--- src/logic/ftc_pkg.sv ---
// package for the fuse trim code map and calibration window block
// assumes one 10 MHz clock and pulse events already detected upstream
package ftc_pkg;

    // ****************************************************************
    // clock and timing
    // ****************************************************************
    localparam int unsigned CLK_HZ            = 10_000_000;  // ref_clk rate
    localparam int unsigned CAL_WINDOW_MS     = 50;          // window at target carrier
    localparam int unsigned CAL_TARGET_HZ     = 2_000;       // target carrier frequency
    // carrier periods in the window at target rate (50 ms * 2 kHz)
    localparam int unsigned CAL_PERIODS       = CAL_WINDOW_MS * CAL_TARGET_HZ / 1000;
    // clock cycles in one target carrier period (whole cycles, at least one)
    localparam int unsigned CARRIER_BASE_CYC  = CLK_HZ / CAL_TARGET_HZ;

    // ****************************************************************
    // programming codes
    // ****************************************************************
    localparam logic [1:0] MODE_BLOW          = 2'h1;        // blow and lock mode
    localparam logic [1:0] MODE_TRY           = 2'h2;        // try mode
    localparam logic [2:0] KEY_SENS           = 3'h1;        // sensitivity trim
    localparam logic [2:0] KEY_DUTY           = 3'h2;        // quiescent duty trim
    localparam logic [2:0] KEY_FREQ           = 3'h3;        // carrier frequency
    localparam logic [2:0] KEY_SPECIAL        = 3'h5;        // calibration and lock fuses
    localparam int unsigned FIELD_W           = 10;          // widest bit field code
    localparam logic [9:0] MAX_SENS           = 10'h0FF;     // 255
    localparam logic [9:0] MAX_DUTY           = 10'h1FF;     // 511
    localparam logic [9:0] MAX_FREQ           = 10'h00F;     // 15
    localparam logic [9:0] MAX_SPECIAL        = 10'h200;     // 512
    localparam logic [9:0] DUTY_REVERSE       = 10'h100;     // 256, direction bit
    localparam logic [9:0] SPECIAL_CAL_BIT    = 10'h010;     // 16, calibration enable fuse
    localparam logic [9:0] SPECIAL_LOCK_BIT   = 10'h200;     // 512, lock fuse
    localparam logic [9:0] CODE_RESET         = 10'h000;     // initial code of every field

    // ****************************************************************
    // types
    // ****************************************************************
    typedef enum logic [1:0] {FTC_MODE, FTC_KEY, FTC_FIELD} ftc_state_e;

    // effective trim values toward the analogue side
    typedef struct packed {
        logic [7:0] sens;       // sensitivity code
        logic [8:0] duty;       // duty code, bit 8 reverses direction
        logic [3:0] freq;       // carrier frequency code
    } ftc_trim_s;

    // pulse events from the supply level detector
    typedef struct packed {
        logic mid_fall;         // falling edge of a mid_level_pulse
        logic high_pulse;       // a high_level_pulse, step event
        logic high_blow;        // a high_level_pulse long enough to blow
    } ftc_pulse_s;

endpackage
--- src/logic/ftc_loader.sv ---
// pulse code decoder, trim registers, fuse bank and calibration window
// assumes pulses are already qualified into one-cycle events and that
// rst is asserted at every power-on (supply cycle)
// limitation: a blow strobe carries every set bit of a sens, duty or freq code, and bits 4 and 9 of a special code;
// the station must address one bit per supply cycle because fuse current
// only allows one link at a time, and the block does not police that
// ****************************************************************
// Behaviour
// - mode code 1 selects blow mode
// - mode code 2 selects volatile try mode
// - sensitivity key 1, code 0 to 255
// - duty key 2, codes 0 to 255 raise
// - duty bit 256 reverses trim direction
// - duty code 511 gives minimum duty
// - frequency key 3, codes 0 to 15
// - special key 5, code 16 calibration fuse
// - special code 512 is lock fuse
// - lock fuse blown only in mode 1
// - mid pulse falling edge increments code
// - power cycle clears unblown bits only
// - window outputs programmed quiescent duty
// - window holds 50 ms after power-up
// - window scales inversely with carrier frequency
// - window only when its fuse blown
// - locked device ignores all programming
// ****************************************************************
module ftc_loader
    import ftc_pkg::*;
#(
    parameter int unsigned CAL_PERIODS_P = CAL_PERIODS,      // carrier periods per window
    parameter int unsigned BASE_CYC_P    = CARRIER_BASE_CYC  // cycles per target period
) (
    input  wire logic        ref_clk,        // 10 MHz clock
    input  wire logic        rst,            // asynchronous reset, power-on
    input  wire ftc_pulse_s  pulse,          // detected supply pulse events
    input  wire logic [23:0] fuse_in,        // fuse states read at power-on
    output logic [23:0]      fuse_blow,      // one-cycle blow strobe per fuse bit
    output ftc_trim_s        trim,           // effective trim codes
    output logic             locked,         // lock fuse blown
    output logic             cal_active,     // calibration window running
    output logic             field_select    // high: output follows field
);

    // ****************************************************************
    // elaboration checks
    // ****************************************************************
    // refuse sizes that the counters cannot hold: cal_per is 16 bits,
    // and the slowest carrier period, under twice the base, must fit 22 bits
    if (CAL_PERIODS_P < 1 || CAL_PERIODS_P > 65535) begin : g_bad_periods
        $error("ftc_loader: window period count out of range");
    end
    if (BASE_CYC_P < 16 || BASE_CYC_P > 2097151) begin : g_bad_base
        $error("ftc_loader: carrier base period out of range");
    end

    // fuse word layout: [7:0] sens, [16:8] duty, [20:17] freq, [21] cal, [22] lock
    localparam int unsigned FB_CAL  = 21;
    localparam int unsigned FB_LOCK = 22;

    // ****************************************************************
    // state
    // ****************************************************************
    ftc_state_e       state;           // programming step
    logic [1:0]       mode;            // mid pulses counted in mode step
    logic [2:0]       key;             // mid pulses counted in key step
    logic [9:0]       code;            // address code of current field
    logic [23:0]      fuse;            // fuse image captured after reset
    logic             fuse_loaded;     // image valid
    logic [7:0]       try_sens;        // volatile sensitivity code
    logic [8:0]       try_duty;        // volatile duty code
    logic [3:0]       try_freq;        // volatile frequency code
    logic [21:0]      cal_cnt;         // cycles elapsed in the current carrier period
    logic [15:0]      cal_per;         // carrier periods counted
    logic             cal_done;        // window over

    // ****************************************************************
    // decode
    // ****************************************************************
    wire        in_blow   = (mode == MODE_BLOW);                   // blow mode
    wire        in_try    = (mode == MODE_TRY);                    // try mode
    wire        prog_ok   = fuse_loaded && !fuse[FB_LOCK];
    wire [9:0]  field_max = (key == KEY_SENS)    ? MAX_SENS :
                            (key == KEY_DUTY)    ? MAX_DUTY :
                            (key == KEY_FREQ)    ? MAX_FREQ :
                            (key == KEY_SPECIAL) ? MAX_SPECIAL : CODE_RESET;
    wire        code_inc  = prog_ok && pulse.mid_fall && state == FTC_FIELD && code < field_max;
    wire        blow_ev   = prog_ok && pulse.high_blow && state == FTC_FIELD && in_blow;
    // sens, duty, freq or special addressed as fuse word bits
    wire [23:0] field_bits = (key == KEY_SENS)    ? {16'h0000, code[7:0]} :
                             (key == KEY_DUTY)    ? {7'h00, code[8:0], 8'h00} :
                             (key == KEY_FREQ)    ? {3'h0, code[3:0], 17'h0_0000} :
                             (key == KEY_SPECIAL) ? {1'b0, code[9], code[4], 21'h00_0000} : 24'h00_0000;

    // ****************************************************************
    // programming step machine
    // ****************************************************************
    always_ff @(posedge ref_clk or posedge rst) begin
        if (rst) begin
            state <= FTC_MODE;
            mode  <= 2'h0;
            key   <= 3'h0;
            code  <= CODE_RESET;
        end else if (prog_ok) begin
            if (pulse.high_pulse && !pulse.high_blow) begin
                unique case (state)
                    FTC_MODE:  state <= FTC_KEY;
                    FTC_KEY:   state <= FTC_FIELD;
                    // try mode loops back to key selection, code restarts
                    FTC_FIELD: begin
                        state <= in_try ? FTC_KEY : FTC_FIELD;
                        key   <= in_try ? 3'h0 : key;
                        code  <= in_try ? CODE_RESET : code;
                    end
                endcase
            end else if (pulse.mid_fall) begin
                unique case (state)
                    FTC_MODE:  mode <= (mode == 2'h3) ? mode : mode + 2'h1;
                    FTC_KEY:   key  <= (key == 3'h7) ? key : key + 3'h1;
                    FTC_FIELD: code <= code_inc ? code + 10'h001 : code;
                endcase
            end
        end
    end

    // ****************************************************************
    // volatile trim registers, cleared at power-on
    // ****************************************************************
    // unblown bits reset by supply cycle
    always_ff @(posedge ref_clk or posedge rst) begin
        if (rst) begin
            try_sens <= 8'h00;
            try_duty <= 9'h000;
            try_freq <= 4'h0;
        end else if (state == FTC_FIELD && prog_ok && (in_try || in_blow)) begin
            // sens, duty, freq follow the addressed code
            if (key == KEY_SENS) begin
                try_sens <= code[7:0];
            end
            if (key == KEY_DUTY) begin
                try_duty <= code[8:0];
            end
            if (key == KEY_FREQ) begin
                try_freq <= code[3:0];
            end
        end
    end

    // ****************************************************************
    // fuse image, captured after reset release
    // ****************************************************************
    always_ff @(posedge ref_clk or posedge rst) begin
        if (rst) begin
            fuse        <= 24'h00_0000;
            fuse_loaded <= 1'b0;
            fuse_blow   <= 24'h00_0000;
        end else begin
            fuse_loaded <= 1'b1;
            fuse_blow   <= 24'h00_0000;
            if (!fuse_loaded) begin
                fuse <= fuse_in;
            end else if (blow_ev) begin
                // lock fuse only in blow mode; lock bit at 512
                fuse_blow <= field_bits;
                fuse      <= fuse | field_bits;
            end
        end
    end

    // bit 8 reverses, 511 is minimum: the analogue side reads bit 8 as direction
    assign trim.sens = fuse[7:0]   | try_sens;
    assign trim.duty = fuse[16:8]  | try_duty;
    assign trim.freq = fuse[20:17] | try_freq;
    assign locked    = fuse[FB_LOCK];

    // ****************************************************************
    // calibration window
    // ****************************************************************
    // carrier period grows with frequency code (lower frequency)
    wire [21:0] period_cyc = 22'(BASE_CYC_P + (BASE_CYC_P / 16) * trim.freq);

    // count carrier periods from power-up; only with fuse
    always_ff @(posedge ref_clk or posedge rst) begin
        if (rst) begin
            cal_cnt  <= 22'h00_0000;
            cal_per  <= 16'h0000;
            cal_done <= 1'b0;
        end else if (fuse_loaded && !cal_done) begin
            if (!fuse[FB_CAL]) begin
                cal_done <= 1'b1;
            end else if (cal_cnt + 22'h00_0001 >= period_cyc) begin
                cal_cnt  <= 22'h00_0000;
                cal_per  <= cal_per + 16'h0001;
                cal_done <= (32'(cal_per) + 1 >= CAL_PERIODS_P);
            end else begin
                cal_cnt <= cal_cnt + 22'h00_0001;
            end
        end
    end

    // fuse at code 16 enables window; quiescent duty forced
    assign cal_active   = fuse_loaded && fuse[FB_CAL] && !cal_done;
    assign field_select = cal_done;
endmodule

--- config.mk ---
export PLATFORM = sky130hd
export DESIGN_NAME = ftc_loader
export DESIGN_NICKNAME = d
export VERILOG_FILES = /design/src/logic/ftc_pkg.sv /design/src/logic/ftc_loader.sv
export SDC_FILE = /design/constraint.sdc
export NUM_CORES = 1
export LEC_CHECK = 0
export BUFFER_PORTS_ARGS = -buffer_cell sky130_fd_sc_hd__buf_2
export CAP_MARGIN = 10
export CORE_AREA = 4 4 157 83
export DETAILED_ROUTE_END_ITERATION = 8
export DIE_AREA = 0 0 161 87
export GPL_ROUTABILITY_DRIVEN = 0
export PLACE_DENSITY = 0.87
export SETUP_SLACK_MARGIN = 0.1
export SLEW_MARGIN = 20
export SYNTH_ARGS = -nofsm -noshare
export SYNTH_HDL_FRONTEND = slang
export SYNTH_SLANG_ARGS = --single-unit
--- constraint.sdc ---
create_clock -name ref_clk -period 5.8 [get_ports ref_clk]
set_clock_uncertainty 0.1 [all_clocks]
set_input_delay 1.16 -clock ref_clk [delete_from_list [all_inputs] [get_ports ref_clk]]
set_output_delay 1.16 -clock ref_clk [all_outputs]
set_load 0.03 [all_outputs]
==> reports/results.ini, run 1 <==
[routing]
routed_wl_um = 15780
initialDrtViolationCount = 357
wl_per_cell_um = 16.77
dr.pass1.iters = 5
drc = 0
num_vias = 5429
drt.antenna.violating_nets = 0
routed_via_density = 5.769

[grt]
overflow = 0
grt_first_pass_wirelength_um = 25660
grt_max_degree = 85
grt.total_usage_pct = 22.79
grtUsageMet2_pct = 40.86
grt_use_met1_pct = 27.14
grt_pass1_vias = 5385
met3_usage_pct = 4.823
busiest_layer = met2
grt_antenna_before_repair = 0

[clock_network]
clock_latency_ns = 0.42
cts_setup_buffers = 0
cts_tree = yes
clock_sinks = 124
htreeDepth = 4
cts_root_buf = clkbuf_16
cts_buffer_depth = 2
hold_buffers = 0
clk_pin_slew_ns = 0.06
cts_inserted_buffers = 17

[floorplanning]
die_area_um2 = 14010
die_x_um = 161
start_util_pct = 58.41
fp.dieH_um = 87
design.core.area_um2 = 11630
fp-row-count = 28
pin_count = 77

[sta]
finalSetupTns_ns = 0
worst_slack_ns = 0.2204
worstMarginPinSlew_ns = 0.9022
fin_crit_ns = 5.580
period_share_pct = 96.20
drv_slew = 0
slew_headroom_pct = 39.39
clock.fmax_ghz = 0.1792
hold_violations = 0
setup_viol = 0
rsz0062_at_grt = false

[place]
io_buffers = 74
place_area_um2 = 7321
dp_hpwl_um = 10290
dp.cells = 909
place_ws_ns = 0.1193

[synthesis]
synth-main-ff-cell = dfrtp_1
synth.avg_cell_area_um2 = 9.947
synthesis.area_um2 = 6794
synth_edf_count = 0
async_flop_share_pct = 100.0
synth_cell_types = 62
syn_nets = 762
ys_seq_elements = 124
synth_cells = 683
yosysWarnings = 0
seq_area_frac_synth_pct = 45.67

[worst_setup_path]
startpoint = try_freq[2]
r2r_slack_ns = 0.22
path_max_fanout = 7
path_class = flip-flop to flip-flop
rr_startpoint = try_freq[2]
required_ns = 5.99
worst_setup_path_end_kind = flip-flop
startpoint_type = flip-flop
cp.arrival_ns = 5.77

[final_layout]
final_layout_size_suffix_gt1_share_pct = 22.04
nFillCells = 793
postLayoutCoreUtil_pct = 68.33
area_delta_synth_final_pct = 16.98
final_nets = 842
final_area_um2 = 7948
diodes = 0
final_cells = 941

[worst_hold_path]
hold_class = flip-flop to flip-flop
min_from = cal_per[15]

[outcome]
status = finished, final reports clean

[power_and_ir_drop]
p_per_area_nw_per_um2 = 319.1
vdd_drop_max_mv = 0.2157
leakage_nw = 4.058

[run]
maxCapViolCount = 0

-- synth_stat cells (all sizes together), types with 3 or more instances --
cell / n / area [um^2]
dfrtp: 124 / 3103
nor2: 69 / 259.0
nand2: 52 / 195.2
ha: 49 / 613.1
and2: 35 / 219.0
nand3: 32 / 160.2
a21oi: 31 / 155.2
xor2: 31 / 271.5
inv: 29 / 108.9
mux2: 22 / 247.7
o21ai: 22 / 110.1
nor3: 20 / 116.4
or2: 18 / 112.6
xnor2: 16 / 140.1
nor2b: 14 / 87.58
clkbuf: 13 / 48.80
nand4: 13 / 87.58
and3: 11 / 68.82
nor4: 11 / 108.9
a211o: 8 / 70.07
nand2b: 7 / 43.79
buf: 5 / 41.28
nor3b: 5 / 37.54
a211oi: 4 / 35.03
a21o: 4 / 30.03
nand4b: 4 / 35.03
and4: 3 / 26.28
or3: 3 / 18.77
-- repair_timing --
| item | in CTS | in global routing |
|---|---|---|
| resized for setup | 0 | 16 |
| setup endpoints to repair | 15 | 31 |
| gates cloned | 0 | 0 |
| pin swaps | 1 | 4 |
-- sequential cells by signal (all words and copies together) (netlist names) --
name	cells
cal_per	16
code	10
key	3
mode	2
fuse_blow	23
try_duty	9
try_sens	8
fuse_loaded	1
state	2
field_select	1
try_freq	4
cal_cnt	22
fuse	23
-- layout make-up --
class                   instances  area (um^2)  area share (%)
multi-input cells             512         3545           44.60
flip-flops and latches        124         3103           39.04
clock inverters                15        138.9           1.747
repair buffers                 79        415.4           5.227
well taps                     165        206.4           2.598
inverters                      29        113.9           1.433
clock buffers                  17        425.4           5.353
-- cell usage in the layout, fill, tap and decap left out, types with 12 or more instances in the layout --
master | netlist | final
xnor2_1 | 16 | 16
clkbuf_16 | 0 | 17
o21ai_0 | 18 | 17
xor2_1 | 31 | 31
nand4_1 | 12 | 12
nor3_1 | 18 | 18
a21oi_1 | 31 | 30
nand2_1 | 52 | 52
inv_1 | 29 | 27
dfrtp_1 | 124 | 124
buf_2 | 0 | 74
ha_1 | 49 | 49
nor2b_1 | 14 | 14
mux2_2 | 21 | 21
or2_2 | 18 | 17
nor2_1 | 69 | 67
nand3_1 | 32 | 32
and2_1 | 35 | 35
-- where the power goes --
group	switching, mW	total (mW)	internal [mW]	leakage, nW
combinational	0.335	0.553	0.218	2.15
sequential	0.0511	0.963	0.912	1.64
clock	0.426	1.02	0.595	0.268
total	0.812	2.54	1.72	4.06
-- kinds of logic after synthesis --
logic type / after synthesis / synth area share (%)
simple gates: 301 / 23.74
flops: 124 / 45.67
other cells: 2 / 0.1105
fa+ha+maj: 50 / 9.319
buf+inv: 47 / 2.928
compound gates: 90 / 8.527
mux: 22 / 3.646
xor+xnor: 47 / 6.059
-- layer usage --
layer / up-vias / wire length (um)
met2: 161 / 8133
met4: 0 / 417
met5: - / 0
met3: 51 / 638
met1: 2691 / 6591
li1: 2526 / -
-- metrics by stage --
stage / hold WS, ns / total power [mW]
after CTS: 0.3597 / 2.513
after detailed placement: 0.3485 / 1.487
after global placement: 0.3458 / 1.454
after floorplan: 0.3332 / 1.360
final: 0.3578 / 2.536
after global routing: 0.3738 / 2.658
-- worst max-delay path: stages, from the launching register on --
cell	delay (ns)
dfrtp_1	0.38
or2_4	0.29
inv_2	0.08
ha_1	0.22
inv_1	0.09
ha_1	0.25
ha_1	0.33
ha_1	0.31
a21o_1	0.19
a21oi_1	0.24
xnor2_1	0.15
nor3_1	0.57
a21oi_1	0.20
xnor2_1	0.21
ha_1	0.25
nand3_1	0.13
nor4_1	0.09
a211oi_1	0.36
o221ai_2	0.18
nor4_4	0.28
nand2b_4	0.21
mux2_1	0.33
-- path summary, 6_finish.rpt --
| path | endpoint | cells past startpoint |
|---|---|---|
| min in group asynchronous | cal_per[14] | 2 |
| setup / recovery | cal_per[1] | 21 |
| hold reg to reg | cal_per[15] | 1 |
| setup reg to reg | cal_per[1] | 21 |
| hold / removal | cal_per[15] | 1 |
| max in group asynchronous | fuse_blow[10] | 3 |
(Power assumes the default switching activity.)
==> inputs of run 2 (changes only) <==
- PLACE_DENSITY: 0.87 -> 0.8
==> run 2 against run 1 <==
Combinational power fell by 4.5%. Final area fell by 0.17%. Clock-buffer cell count did not move. Sequential power fell by 0.4%. Via count fell by 2.8%. First-iteration DRC count fell by 16%. Critical path depth rose by 1. Hold slack improved by 0.0045 ns. Non-clock buffer count did not move. Total power rose by 0.68%. Largest power group unchanged.
==> reports/results.ini, run 2 (synthesis results as in run 1) <==
[outcome]
status = finished, final reports clean

[worst_setup_path]
r2r_slack_ns = 0.55  ; +0.33 ns
path_cells = or2_4, inv_1, ha_1, inv_1, ha_1, ha_1, ha_1, a21o_1, a21oi_1, o21ai_0, a21oi_1, xnor2_1, nor4b_1, a21oi_1, ha_1, nand3_1, nor4_1, a211oi_1, o221ai_2, nor4_4, nand2b_4, mux2_1
crit_path_end = cal_per[1]
cpLargestDelayFamily = adder cells
cpPeakStageDelay_ns = 0.38  ; -0.19 ns
critPathMostFrequentCell = ha_1
cp_slowest_cell = dfrtp_1
path_buf_inv = 2  ; unchanged
required_ns = 6.00  ; about the same
cp.arrival_ns = 5.45  ; -0.32 ns
rr_startpoint = try_freq[2]
worst_setup_path_end_kind = flip-flop
crit-reg2reg-capture = cal_per[1]
startpoint = try_freq[2]
path_max_fanout = 7  ; unchanged
cp.depth = 22  ; +4.8%
rr_worst_depth = 22  ; +4.8%
path_class = flip-flop to flip-flop
startpoint_type = flip-flop

[sta]
worstMarginPinSlew_ns = 0.8592  ; -0.04298 ns
hold_violations = 0  ; unchanged
setup_viol = 0  ; unchanged
rsz0062_at_grt = false
slew_headroom_pct = 42.28  ; +2.9 points
fin_crit_ns = 5.250  ; -0.3297 ns
clock.fmax_ghz = 0.1905  ; +6.3%
finalSetupTns_ns = 0  ; unchanged
drv_slew = 0  ; unchanged
period_share_pct = 90.52  ; -5.7 points
worst_slack_ns = 0.5501  ; +0.3297 ns

[routing]
routed_wl_um = 14900  ; -5.6%
drc = 0  ; unchanged
dr.pass1.iters = 7  ; +2
initialDrtViolationCount = 300  ; -16%
wl_per_cell_um = 15.84  ; -5.6%
routed_via_density = 5.610  ; -2.8%
drt.antenna.violating_nets = 0  ; unchanged
num_vias = 5279  ; -2.8%

[final_layout]
final_cell_mix = dfrtp_1, buf_2, nor2_1
final_area_um2 = 7934  ; -0.17%
postLayoutCoreUtil_pct = 68.21  ; -0.12 points
final_nets = 842  ; unchanged
largest_registers = fuse: 23 flops, fuse_blow: 23 flops, cal_cnt: 22 flops
diodes = 0  ; unchanged
final_common_cell = dfrtp_1
nFillCells = 880  ; +11%
final_layout_size_suffix_gt1_share_pct = 21.26  ; -0.77 points
area_delta_synth_final_pct = 16.78

[clock_network]
cts_inserted_buffers = 17  ; unchanged
htreeDepth = 4  ; unchanged
cts_buffer_depth = 2  ; unchanged
cts_tree = yes
cts_setup_buffers = 0  ; unchanged
clock_latency_ns = 0.42  ; about the same
clock_sinks = 124  ; unchanged
cts_root_buf = clkbuf_16
clk_pin_slew_ns = 0.06  ; about the same

[worst_hold_path]
holdPathStages = 1  ; unchanged
hold_class = flip-flop to flip-flop

[power_and_ir_drop]
combPwrFrac_pct = 20.7  ; -1.1 points
leakage_nw = 4.072  ; +0.35%
total_power_mw = 2.553  ; +0.68%
switchingPower_mw = 0.7916  ; -2.5%
p_int_mw = 1.762  ; +2.2%
p_per_area_nw_per_um2 = 321.8  ; +0.85%
seq_power_share_pct = 37.6  ; -0.4 points
vdd_drop_max_mv = 0.2489  ; +15%
power_frac_clock_pct = 41.7  ; +1.5 points
p_sw_share_pct = 31.00  ; -1.0 points

[place]
dp_hpwl_um = 10020  ; -2.6%
io_buffers = 74  ; unchanged
place_ws_ns = 0.1951  ; +0.07583 ns
place_area_um2 = 7321  ; unchanged

[grt]
grt.total_usage_pct = 22.33  ; -0.46 points
grt_first_pass_wirelength_um = 25050  ; -2.4%
grt_antenna_before_repair = 0  ; unchanged
grt_max_degree = 80  ; -5.9%
grt_pass1_vias = 5350  ; -0.65%
overflow = 0  ; unchanged

[floorplanning]
fp.dieH_um = 87  ; unchanged
start_util_pct = 58.41  ; unchanged
design.core.area_um2 = 11630  ; unchanged
die_x_um = 161  ; unchanged
fp-row-count = 28  ; unchanged
pin_count = 77  ; unchanged
die_area_um2 = 14010  ; unchanged

[run]
maxCapViolCount = 0  ; unchanged

-- run 2: what timing repair did --
action                                  CTS  global route
hold buffers                              0             0
gates resized for setup                   0             6
endpoints found under the setup margin    0            31
-- run 2: cell type report --
class                      instances  area [um^2]  area share, %
sequential                       124         3103          39.11
inverter                          29        113.9          1.435
timing repair buffer              79        411.6          5.188
tap                              165        206.4          2.602
multi-input combinational        512         3512          44.27
clock inverter                    15        161.4          2.034
clock buffer                      17        425.4          5.362
-- run 2: routing by layer --
metal	GRT usage (%)	wire, um
met5	0	0
met4	9.907	331
met3	5.106	564
met2	39.49	7531
met1	26.65	6473
-- run 2: power by group through the flow --
stage          Sequential [mW]  Combinational, mW  Clock, mW
2_1_floorplan            0.962              0.398          0
3_5_place_dp             0.973              0.514          0
5_1_grt                  0.968              0.597       1.12
4_1_cts                  0.958              0.522       1.07
6_report                 0.959              0.528       1.07
3_3_place_gp             0.969              0.491          0
-- run 2: worst min path at each step --
stage | from | endpoint
final | cal_per[15] | cal_per[15]
after global routing | cal_per[15] | cal_per[15]
after CTS | cal_per[15] | cal_per[15]
after detailed placement | cal_per[15] | cal_per[15]
after global placement | cal_per[15] | cal_per[15]
after floorplan | cal_per[15] | cal_per[15]
-- run 2: metrics by stage --
step,hold WS [ns],instances
after floorplan,0.3332,683
after global placement,0.3479,909
after detailed placement,0.3565,909
after CTS,0.3680,941
after global routing,0.3781,941
final,0.3622,941
-- run 2: worst reg2reg max path, cell delays in order, from the launching register on --
cell	delay, ns
dfrtp_1	0.38
or2_4	0.28
inv_1	0.12
ha_1	0.24
inv_1	0.08
ha_1	0.23
ha_1	0.32
ha_1	0.30
a21o_1	0.18
a21oi_1	0.22
o21ai_0	0.13
a21oi_1	0.30
xnor2_1	0.18
nor4b_1	0.27
a21oi_1	0.09
ha_1	0.30
nand3_1	0.13
nor4_1	0.08
a211oi_1	0.27
o221ai_2	0.17
nor4_4	0.26
nand2b_4	0.21
mux2_1	0.32
